===== config.mk =====
export PLATFORM = sky130hd
export DESIGN_NAME = wgas_top
export DESIGN_NICKNAME = d
export VERILOG_FILES = /design/src/core/wgas_pkg.sv /design/src/core/wgas_outcell.sv /design/src/core/wgas_top.sv
export SDC_FILE = /design/constraint.sdc
export NUM_CORES = 1
export LEC_CHECK = 0
export ABC_AREA = 1
export ABC_CLOCK_PERIOD_IN_PS = 2600
export BUFFER_PORTS_ARGS = -buffer_cell sky130_fd_sc_hd__buf_2
export CAP_MARGIN = 30
export CORE_MARGIN = 2
export CORE_UTILIZATION = 50
export CTS_CLUSTER_DIAMETER = 120
export CTS_CLUSTER_SIZE = 14
export DETAILED_ROUTE_END_ITERATION = 10
export PLACE_DENSITY = 0.73
export SYNTH_ARGS = -nofsm -noshare
export SYNTH_HDL_FRONTEND = slang
export SYNTH_SLANG_ARGS = --single-unit

===== constraint.sdc =====
create_clock -name clk_sys_i -period 2.6 [get_ports clk_sys_i]
set_input_delay 0.26 -clock clk_sys_i [delete_from_list [all_inputs] [get_ports clk_sys_i]]
set_output_delay 0.26 -clock clk_sys_i [all_outputs]
set_load 0.005 [all_outputs]

===== src/core/wgas_pkg.sv =====
/*
  Shared constants for the waveform generator auto-shutdown block:
  register offsets, field positions, reset values and encodings.
  Assumes an 8-bit register port with plain strobes.
*/
package wgas_pkg;

  // Register offsets on the 12-bit register port
  localparam logic [11:0] CLOCK_SOURCE_SELECT_OFS     = 12'hF3B;
  localparam logic [11:0] INPUT_SOURCE_SELECT_OFS     = 12'hF3C;
  localparam logic [11:0] RISE_DEADBAND_COUNT_OFS     = 12'hF3D;
  localparam logic [11:0] FALL_DEADBAND_COUNT_OFS     = 12'hF3E;
  localparam logic [11:0] MODE_ENABLE_CONTROL_OFS     = 12'hF3F;
  localparam logic [11:0] OUTPUT_POLARITY_CONTROL_OFS = 12'hF40;
  localparam logic [11:0] SHUTDOWN_CONTROL_OFS        = 12'hF41;
  localparam logic [11:0] SHUTDOWN_SOURCE_ENABLE_OFS  = 12'hF42;
  localparam logic [11:0] OUTPUT_STEERING_CONTROL_OFS = 12'hF43;

  // Field positions
  localparam int ENABLE_BIT      = 7;
  localparam int LOAD_BIT        = 6;
  localparam int SHUTDOWN_BIT    = 7;
  localparam int RESTART_BIT     = 6;
  localparam int BD_LEVEL_LSB    = 4;
  localparam int AC_LEVEL_LSB    = 2;
  localparam int INPUT_VALUE_BIT = 5;
  localparam int DEADBAND_W      = 6;

  // Reset values
  localparam logic [7:0] SHUTDOWN_CONTROL_RST = 8'h94;
  localparam logic [7:0] ZERO_RST             = 8'h00;

  // Fault sources that shut down on a high level; the rest on low
  localparam logic [7:0] FAULT_ACTIVE_HIGH = 8'h0E;

  // Override level encodings
  typedef enum logic [1:0] {
    WGAS_OVR_INACTIVE = 2'h0,
    WGAS_OVR_TRISTATE = 2'h1,
    WGAS_OVR_LOW      = 2'h2,
    WGAS_OVR_HIGH     = 2'h3
  } wgas_ovr_e;

  // Run state of the generator, Gray coded
  typedef enum logic [1:0] {
    WGAS_ST_SHUT = 2'h0,
    WGAS_ST_WAIT = 2'h1,
    WGAS_ST_RUN  = 2'h3
  } wgas_state_e;

endpackage


===== src/core/wgas_outcell.sv =====
/*
  One output cell: picks the running waveform or the override level,
  and forms the pin output and active-low output enable.
  Assumes the fault term is already combined; path is combinational.
*/
`timescale 1ns/100ps
`default_nettype none
module wgas_outcell
  import wgas_pkg::*;
(
  // Waveform side
  input  wire logic       run_level_i,
  input  wire logic       polarity_i,
  // Override side
  input  wire logic       force_i,
  input  wire logic [1:0] level_sel_i,
  // Pin side
  output logic            pin_o,
  output logic            pin_oe_n_o
);

  // Override decode, not polarity adjusted except for inactive level
  always_comb begin
    pin_o      = run_level_i;
    pin_oe_n_o = 1'b0;
    if (force_i) begin
      unique case (level_sel_i)
        WGAS_OVR_HIGH:     pin_o = 1'b1;
        WGAS_OVR_LOW:      pin_o = 1'b0;
        WGAS_OVR_TRISTATE: begin
          pin_o      = 1'b0;
          pin_oe_n_o = 1'b1;
        end
        WGAS_OVR_INACTIVE: pin_o = polarity_i;
      endcase
    end
  end

endmodule
`default_nettype wire


===== src/core/wgas_top.sv =====
/*
  Auto-shutdown, restart and register bank of a four-output
  complementary waveform generator.
  Assumes fault and data inputs synchronous to clk_sys_i; a simple
  register port with read data one cycle after the read strobe.
*/
// Local design decision: strobed register access.
`timescale 1ns/100ps
`default_nettype none
module wgas_top
  import wgas_pkg::*;
(
  // Clock and reset
  input  wire logic        clk_sys_i,
  input  wire logic        reset_i,
  // Register port
  input  wire logic [11:0] reg_addr_i,
  input  wire logic [7:0]  reg_wdata_i,
  input  wire logic        reg_write_i,
  input  wire logic        reg_read_i,
  output logic      [7:0]  reg_rdata_o,
  // Data inputs, indexed by input_select_field
  input  wire logic [15:0] data_sources_i,
  // Fault sources: 7 logic_cell_six_output, 6 logic_cell_two_output,
  // 5 comparator_two_output, 4 comparator_one_output,
  // 3..1 timer six/four/two postscaler out, 0 fault_pin_select
  input  wire logic [7:0]  fault_sources_i,
  // Sleep status
  input  wire logic        sleep_i,
  // Outputs A..D with active-low output enables
  output logic      [3:0]  wave_o,
  output logic      [3:0]  wave_oe_n_o,
  // Status
  output logic             waveform_irq_flag_o,
  output logic             internal_fast_oscillator_keep_o
);

  // Registers
  logic [7:0] clock_source_select;
  logic [3:0] input_select_field;
  logic [DEADBAND_W-1:0] rise_deadband_field;
  logic [DEADBAND_W-1:0] fall_deadband_field;
  logic       module_enable;
  logic       deadband_load_bit;
  logic [2:0] mode_field;
  logic [3:0] output_polarity_bit;
  logic       shutdown_flag;
  logic       restart_enable;
  logic [1:0] bd_override_level;
  logic [1:0] ac_override_level;
  logic [7:0] fault_source_enable;
  logic [3:0] steer_enable_bit;
  logic [3:0] steer_level_bit;
  wgas_state_e state;
  logic       data_prev;
  logic       data_in;
  logic       fault_now;
  logic [7:0] fault_active;
  logic       wr_shut;
  logic       next_shutdown;
  logic       rising_data;
  logic       force_ovr;
  logic [3:0] run_level;
  logic [3:0] cell_pin;
  logic [3:0] cell_oe_n;

  // Selected data input
  assign data_in     = data_sources_i[input_select_field];
  assign rising_data = data_in & ~data_prev;

  // Level-sensitive fault qualification, mixed active levels
  assign fault_active = (fault_sources_i ~^ FAULT_ACTIVE_HIGH)
                      & fault_source_enable;
  assign fault_now    = |fault_active;

  assign wr_shut = reg_write_i && (reg_addr_i == SHUTDOWN_CONTROL_OFS);

  // Shutdown flag next value: any set beats any clear
  // A software set under auto-restart stands one cycle, then clears;
  // letting the clear win would swallow the shutdown request entirely
  always_comb begin
    next_shutdown = shutdown_flag;
    if (restart_enable && !fault_now) begin
      next_shutdown = 1'b0;
    end
    if (wr_shut) begin
      if (reg_wdata_i[SHUTDOWN_BIT]) begin
        next_shutdown = 1'b1;
      end else if (!fault_now) begin
        next_shutdown = 1'b0;
      end
    end
    if (fault_now) begin
      next_shutdown = 1'b1;
    end
  end

  // Shutdown flag, set at reset so start-up is shut down
  always_ff @(posedge clk_sys_i or posedge reset_i) begin
    if (reset_i) begin
      shutdown_flag <= SHUTDOWN_CONTROL_RST[SHUTDOWN_BIT];
    end else begin
      shutdown_flag <= next_shutdown;
    end
  end

  // Interrupt flag pulses on each flag set, hardware or software
  always_ff @(posedge clk_sys_i or posedge reset_i) begin
    if (reset_i) begin
      waveform_irq_flag_o <= 1'b0;
    end else begin
      waveform_irq_flag_o <= next_shutdown & ~shutdown_flag;
    end
  end

  // Run state: leaving shutdown waits for a rising data edge
  always_ff @(posedge clk_sys_i or posedge reset_i) begin
    if (reset_i) begin
      state <= WGAS_ST_SHUT;
    end else begin
      unique case (state)
        WGAS_ST_SHUT: if (!shutdown_flag) state <= WGAS_ST_WAIT;
        WGAS_ST_WAIT: begin
          if (shutdown_flag) begin
            state <= WGAS_ST_SHUT;
          end else if (rising_data) begin
            state <= WGAS_ST_RUN;
          end
        end
        WGAS_ST_RUN:  if (shutdown_flag) state <= WGAS_ST_SHUT;
        default:      state <= WGAS_ST_SHUT;
      endcase
    end
  end

  // Data edge history
  always_ff @(posedge clk_sys_i or posedge reset_i) begin
    if (reset_i) begin
      data_prev <= 1'b0;
    end else begin
      data_prev <= data_in;
    end
  end

  // Override is forced combinationally by faults, without waiting for the flag
  assign force_ovr = fault_now || (state != WGAS_ST_RUN);

  // Running level: simple steering waveform with polarity
  assign run_level = module_enable ?
    ((steer_enable_bit & {4{data_in ^ 1'b0}} ^ output_polarity_bit)
      & steer_enable_bit) | (steer_level_bit & ~steer_enable_bit)
    : output_polarity_bit;

  // One output cell per output; A and C share one field, B and D other
  genvar gi;
  generate
    for (gi = 0; gi < 4; gi++) begin : g_cell
      wgas_outcell u_cell (
        .run_level_i (run_level[gi]),
        .polarity_i  (output_polarity_bit[gi]),
        .force_i     (force_ovr),
        .level_sel_i ((gi % 2 == 0) ? ac_override_level
                                    : bd_override_level),
        .pin_o       (cell_pin[gi]),
        .pin_oe_n_o  (cell_oe_n[gi])
      );
    end
  endgenerate

  // Registered pin outputs; adds one cycle after the fault decode
  always_ff @(posedge clk_sys_i or posedge reset_i) begin
    if (reset_i) begin
      wave_o      <= 4'h0;
      wave_oe_n_o <= 4'hF;
    end else begin
      wave_o      <= cell_pin;
      wave_oe_n_o <= cell_oe_n;
    end
  end

  // Keep internal oscillator alive in sleep when it clocks us, while enabled and the data input is high
  always_ff @(posedge clk_sys_i or posedge reset_i) begin
    if (reset_i) begin
      internal_fast_oscillator_keep_o <= 1'b0;
    end else begin
      internal_fast_oscillator_keep_o <= sleep_i && module_enable
        && clock_source_select[0] && data_in;
    end
  end

  // Configuration register writes
  always_ff @(posedge clk_sys_i or posedge reset_i) begin
    if (reset_i) begin
      clock_source_select <= ZERO_RST;
      input_select_field  <= 4'h0;
      rise_deadband_field <= 6'h00;
      fall_deadband_field <= 6'h00;
      module_enable       <= 1'b0;
      mode_field          <= 3'h0;
      output_polarity_bit <= 4'h0;
      restart_enable      <= SHUTDOWN_CONTROL_RST[RESTART_BIT];
      bd_override_level   <= SHUTDOWN_CONTROL_RST[BD_LEVEL_LSB +: 2];
      ac_override_level   <= SHUTDOWN_CONTROL_RST[AC_LEVEL_LSB +: 2];
      fault_source_enable <= ZERO_RST;
      steer_enable_bit    <= 4'h0;
      steer_level_bit     <= 4'h0;
    end else if (reg_write_i) begin
      unique case (reg_addr_i)
        CLOCK_SOURCE_SELECT_OFS: clock_source_select <=
                                   {7'h00, reg_wdata_i[0]};
        INPUT_SOURCE_SELECT_OFS: input_select_field <= reg_wdata_i[3:0];
        RISE_DEADBAND_COUNT_OFS:
          rise_deadband_field <= reg_wdata_i[DEADBAND_W-1:0];
        FALL_DEADBAND_COUNT_OFS:
          fall_deadband_field <= reg_wdata_i[DEADBAND_W-1:0];
        MODE_ENABLE_CONTROL_OFS: begin
          module_enable <= reg_wdata_i[ENABLE_BIT];
          mode_field    <= reg_wdata_i[2:0];
        end
        OUTPUT_POLARITY_CONTROL_OFS:
          output_polarity_bit <= reg_wdata_i[3:0];
        SHUTDOWN_CONTROL_OFS: begin
          restart_enable    <= reg_wdata_i[RESTART_BIT];
          bd_override_level <= reg_wdata_i[BD_LEVEL_LSB +: 2];
          ac_override_level <= reg_wdata_i[AC_LEVEL_LSB +: 2];
        end
        SHUTDOWN_SOURCE_ENABLE_OFS: fault_source_enable <= reg_wdata_i;
        OUTPUT_STEERING_CONTROL_OFS: begin
          steer_level_bit  <= reg_wdata_i[7:4];
          steer_enable_bit <= reg_wdata_i[3:0];
        end
        default: ;
      endcase
    end
  end

  // Load bit: set only when already enabled, cleared by a data rise
  always_ff @(posedge clk_sys_i or posedge reset_i) begin
    if (reset_i) begin
      deadband_load_bit <= 1'b0;
    end else if (reg_write_i && reg_addr_i == MODE_ENABLE_CONTROL_OFS
                 && module_enable && reg_wdata_i[LOAD_BIT]) begin
      deadband_load_bit <= 1'b1;
    end else if (deadband_load_bit && (rising_data || !module_enable)) begin
      deadband_load_bit <= 1'b0;
    end
  end

  // Read data, one cycle after the strobe; unmapped reads zero
  always_ff @(posedge clk_sys_i or posedge reset_i) begin
    if (reset_i) begin
      reg_rdata_o <= ZERO_RST;
    end else if (reg_read_i) begin
      unique case (reg_addr_i)
        CLOCK_SOURCE_SELECT_OFS: reg_rdata_o <= clock_source_select;
        INPUT_SOURCE_SELECT_OFS: reg_rdata_o <= {4'h0, input_select_field};
        RISE_DEADBAND_COUNT_OFS: reg_rdata_o <= {2'h0, rise_deadband_field};
        FALL_DEADBAND_COUNT_OFS: reg_rdata_o <= {2'h0, fall_deadband_field};
        MODE_ENABLE_CONTROL_OFS:
          reg_rdata_o <= {module_enable, deadband_load_bit, 3'h0, mode_field};
        OUTPUT_POLARITY_CONTROL_OFS:
          reg_rdata_o <= {2'h0, data_in, 1'b0, output_polarity_bit};
        SHUTDOWN_CONTROL_OFS:
          reg_rdata_o <= {shutdown_flag, restart_enable, bd_override_level,
                          ac_override_level, 2'h0};
        SHUTDOWN_SOURCE_ENABLE_OFS: reg_rdata_o <= fault_source_enable;
        OUTPUT_STEERING_CONTROL_OFS:
          reg_rdata_o <= {steer_level_bit, steer_enable_bit};
        default: reg_rdata_o <= ZERO_RST;
      endcase
    end else begin
      reg_rdata_o <= ZERO_RST;
    end
  end

  // Checks
  a_fault_sets_flag: assert property (@(posedge clk_sys_i)
    disable iff (reset_i) fault_now |=> shutdown_flag)
    else $error("fault did not hold shutdown flag");
  a_fault_forces_out: assert property (@(posedge clk_sys_i)
    disable iff (reset_i) fault_now && bd_override_level == WGAS_OVR_LOW
    |=> !wave_o[1] && !wave_o[3] && !wave_oe_n_o[1])
    else $error("fault did not force override");
  a_fault_blocks_run: assert property (@(posedge clk_sys_i)
    disable iff (reset_i) fault_now |-> ##2 state == WGAS_ST_SHUT)
    else $error("run state kept during fault");
  a_load_needs_en: assert property (@(posedge clk_sys_i)
    disable iff (reset_i) $rose(deadband_load_bit) |-> $past(module_enable))
    else $error("load bit set while disabled");
  a_irq_on_set: assert property (@(posedge clk_sys_i)
    disable iff (reset_i) $rose(shutdown_flag) |-> waveform_irq_flag_o)
    else $error("interrupt flag missing on shutdown");
  a_sw_set_shut: assert property (@(posedge clk_sys_i)
    disable iff (reset_i) wr_shut && reg_wdata_i[SHUTDOWN_BIT]
    |=> shutdown_flag ##1 state == WGAS_ST_SHUT)
    else $error("software shutdown not taken");
  a_hold_no_restart: assert property (@(posedge clk_sys_i)
    disable iff (reset_i) shutdown_flag && !restart_enable && !wr_shut
    |=> shutdown_flag)
    else $error("flag cleared without software");
  a_clear_ignored: assert property (@(posedge clk_sys_i)
    disable iff (reset_i) wr_shut && fault_now |=> shutdown_flag)
    else $error("clear accepted during fault");
  a_auto_clear: assert property (@(posedge clk_sys_i)
    disable iff (reset_i) restart_enable && !fault_now && !wr_shut
    |=> !shutdown_flag)
    else $error("auto restart did not clear flag");
  a_resume_on_edge: assert property (@(posedge clk_sys_i)
    disable iff (reset_i) $rose(state == WGAS_ST_RUN)
    |-> $past(rising_data) && !$past(shutdown_flag))
    else $error("resumed without rising data edge");
  a_out_registered: assert property (@(posedge clk_sys_i)
    disable iff (reset_i) force_ovr && ac_override_level == WGAS_OVR_HIGH
    |=> wave_o[0] && wave_o[2])
    else $error("A/C override level not driven");
  c_fault_shutdown: cover property (@(posedge clk_sys_i)
    disable iff (reset_i) $rose(fault_now));
  c_auto_restart: cover property (@(posedge clk_sys_i)
    disable iff (reset_i) restart_enable && $fell(shutdown_flag));
  c_sw_restart: cover property (@(posedge clk_sys_i)
    disable iff (reset_i) !restart_enable && $fell(shutdown_flag));
  c_running: cover property (@(posedge clk_sys_i)
    disable iff (reset_i) $rose(state == WGAS_ST_RUN));
  c_sw_shut_auto: cover property (@(posedge clk_sys_i)
    disable iff (reset_i) restart_enable && wr_shut
    && reg_wdata_i[SHUTDOWN_BIT]);

endmodule
`default_nettype wire


==> results.md <==
* Critical-path cell with the highest stage delay: dfrtp_1
* Starting DRT DRC Count at roughly 250
* Drt wl/cell at approximately 14 um
* Antenna violations before repair at 0
* Tmin final at between 1.5 and 2 ns
* Commonest register cell after synthesis: dfrtp_1
* DRC at 0
* GRT Total Usage at a little under a quarter
* FMAX at around 0.57 GHz
* Critical Path AT at roughly 2 ns
* Total power at about 2.0 mW
* Util after Layout at slightly below 60%
* Main area contributors after synthesis: dfrtp_1 (44%), nand2_1 (11%), inv_1 (7.4%)
* Area share of the largest cell type after synthesis at roughly 44%
* Post-CTS setup buffers at 0
* LEAKAGE at approximately 2 nW
* Endpoints failing hold at 0
* Synth Warn # at 0
* CP Launch Type: register
* ANT nets after route at 0
* Vias at around 3,100
* Crit path max fanout at 11
* Setup violators final at 0
* First-pass GRT wire length at 13.9 mm
* Actual slew at the worst max-slew pin at about 0.82 ns
* Unique masters post-synth at 31
* Crit. Startpoint: input_select_field[0]
* Number of diodes at 0
* HPWL after DPL at between 6 and 7 mm
* First-pass DRT Iterations at 5
* Initial Util at around half
* Max Slew Vio Count at 0
* CP Buf/Inv Count at 1
* Critical Path RT at between 2 and 3 ns
* Nets@finish at between 500 and 600
* Root Buffer: clkbuf_8
* Routability-driven placement congestion ratio at approximately 0.90
* Area leader, netlist: dfrtp_1
* Final worst path period share at between 60% and 70%
* Clock slew at reported path FFs at around 0.07 ns
* Syn Area/Cell at between 7 and 8 sq um
* Reg-to-Reg Start: input_select_field[0]
* Rel. slew slack at ~45%
* Worst setup path class: register to register
* Die W at 87.6 um
* Max VDD drop at about 0.00034 V
* CTS Buf Count at 9
* Clock sink count at 67
* Max_cap viols at 0
* PostCTS Resize Cnt at 0
* Top-count cell post-synth: nand2_1
* Remaining global-route overflow at 0
* Chip height at 87.6 um
* Number of I/O pins at 67
* Ratio of cells with drive above 1 in the final layout at between 20 and 25%
* Seq/Total Area, Yosys at slightly below 50%
* Register bit count reported by yosys at 67
* Vias in the first global route at 2,898
* WL final at between 8 and 9 mm
* Later-pin clock latency in the skew report at around 0.34 ns
* Via density at 5.18
* Max Buffers Root-to-Sink at 2
* Critical Path Max Stage Delay at 0.53 ns
* Site Rows at 30
* RSZ-0062 raised after global routing: false
* PortBufs at 66
* P per Cell Area at ~500 mW/mm^2
* Worst clock skew at ~0.0084 ns
* FFs w/ async S/R, synth at 100%
* Fill cell count at a little over 600
* CP Cell Sequence: inv_1 -> nand2_1 -> nand3_1 -> nand3_1 -> nand3_2 -> nand2_2 -> nand2_1 -> nand3_1 -> nand2_1 -> a21oi_1
* Syn Inst Count at 437
* Worst min path class: input pin to async pin
* # hold bufs at CTS at 0
* Post-synth EDFFs at 0
* Mapped Area at approximately 0.0035 sq mm
* Outcome: completed
* Largest delay share family, worst path: simple AND/OR/NAND/NOR gates
* Largest net degree at the start of global routing at just under 70
* H-Tree Depth at 3
* Hold slack at 0.146 ns
* Fin Setup TNS at 0 ns
* Syn nets at 490
* CTS tree: built
* Core footprint at 0.00679 sq mm
* Area delta synth->final at 16.1%
* Critical path capture point type: register
* Most frequent cells after synthesis: nand2_1 (99), inv_1 (69), dfrtp_1 (62)
* Die ar. at 0.00767 sq mm
-- metal layers --
metal	share of wire (%)	GRT usage (%)
met1	47	34.0
met2	46	36.6
met3	5.1	4.71
met4	1.6	8.39
met5	0	0
-- final timing paths --
| check | slack [ns] | to | cells after the start |
|---|---|---|---|
| min | 0.15 | fault_source_enable[4] | 3 |
| max in group asynchronous | 1.91 | reg_rdata_o[7] | 3 |
| min reg2reg | 0.47 | state[0] | 1 |
| max reg2reg | 0.83 | wave_o[1] | 10 |
| max | 0.83 | wave_o[1] | 10 |
| min in group clk_sys_i | 0.19 | internal_fast_oscillator_keep_o | 3 |
-- area by class of cell --
| class | instances | area [sq um] | share of cell area (%) |
|---|---|---|---|
| clock buffers | 12 | 135 | 3.33 |
| clock inverters | 3 | 40.0 | 0.988 |
| inverters | 71 | 267 | 6.58 |
| multi-input cells | 288 | 1460 | 36.1 |
| flip-flops and latches | 67 | 1680 | 41.5 |
| well taps | 96 | 120 | 2.96 |
| repair buffers | 68 | 345 | 8.52 |
-- cells by family after synthesis --
family	count (synthesis)	synth area share, %
AOI/OAI and AO/OA	91	15.1
adders and majority gates	4	1.43
buffers and inverters	82	9.92
DFF	67	48.2
and+or+nand+nor	193	25.4
-- sequential cells by signal (all words and copies together), names as in the netlist --
name and flops:
deadband_load_bit 1, input_select_field 4, ac_override_level 2, wave_oe_n_o 2, steer_enable_bit 4, data_prev 1
mode_field 3, module_enable 1, wave_o 4, clock_source_select 1, internal_fast_oscillator_keep_o 1, waveform_irq_flag_o 1
steer_level_bit 4, fall_deadband_field 6, shutdown_flag 1, bd_override_level 2, reg_rdata_o 8, output_polarity_bit 4
state 2, fault_source_enable 8, rise_deadband_field 6, restart_enable 1
-- power breakdown --
| part | leakage (nW) | internal (mW) | switching, mW |
|---|---|---|---|
| registers | 0.915 | 1.05 | 0.00781 |
| clock network | 0.0902 | 0.436 | 0.368 |
| logic | 0.999 | 0.0439 | 0.0803 |
| total | 2.00 | 1.53 | 0.456 |
-- layout by cell type, fill, tap and decap left out, drive strengths merged --
cell type  synthesis  routed
buf               11      68
o21ai             50      50
nor3               3       3
clkinv             1       3
o2111ai            3       3
nand2            104     104
inv               70      70
o211ai             1       1
clkbuf             0      12
nand4              3       3
o221ai             2       2
bufinv             0       1
a2bb2oi            1       1
dfstp              5       5
o22ai              6       6
ha                 4       4
a21oi             26      26
a32o               2       2
dfrtp             62      62
nand3             47      47
nor2              36      36
-- tightest hold or removal path, cell delays in order --
cell   delay [ns]
buf_2        0.10
inv_2        0.03
buf_4        0.61
-- metrics by stage --
stage | cell area, sq um | std cells | setup slack, ns
after floorplan | 3490 | 437 | 0.665
after global placement | 3880 | 590 | 0.868
after detailed placement | 3880 | 590 | 0.842
after CTS | 4050 | 605 | 0.833
after global routing | 4050 | 605 | 0.582
final | 4050 | 605 | 0.832
No activity file was read; power rests on OpenSTA's default activity.
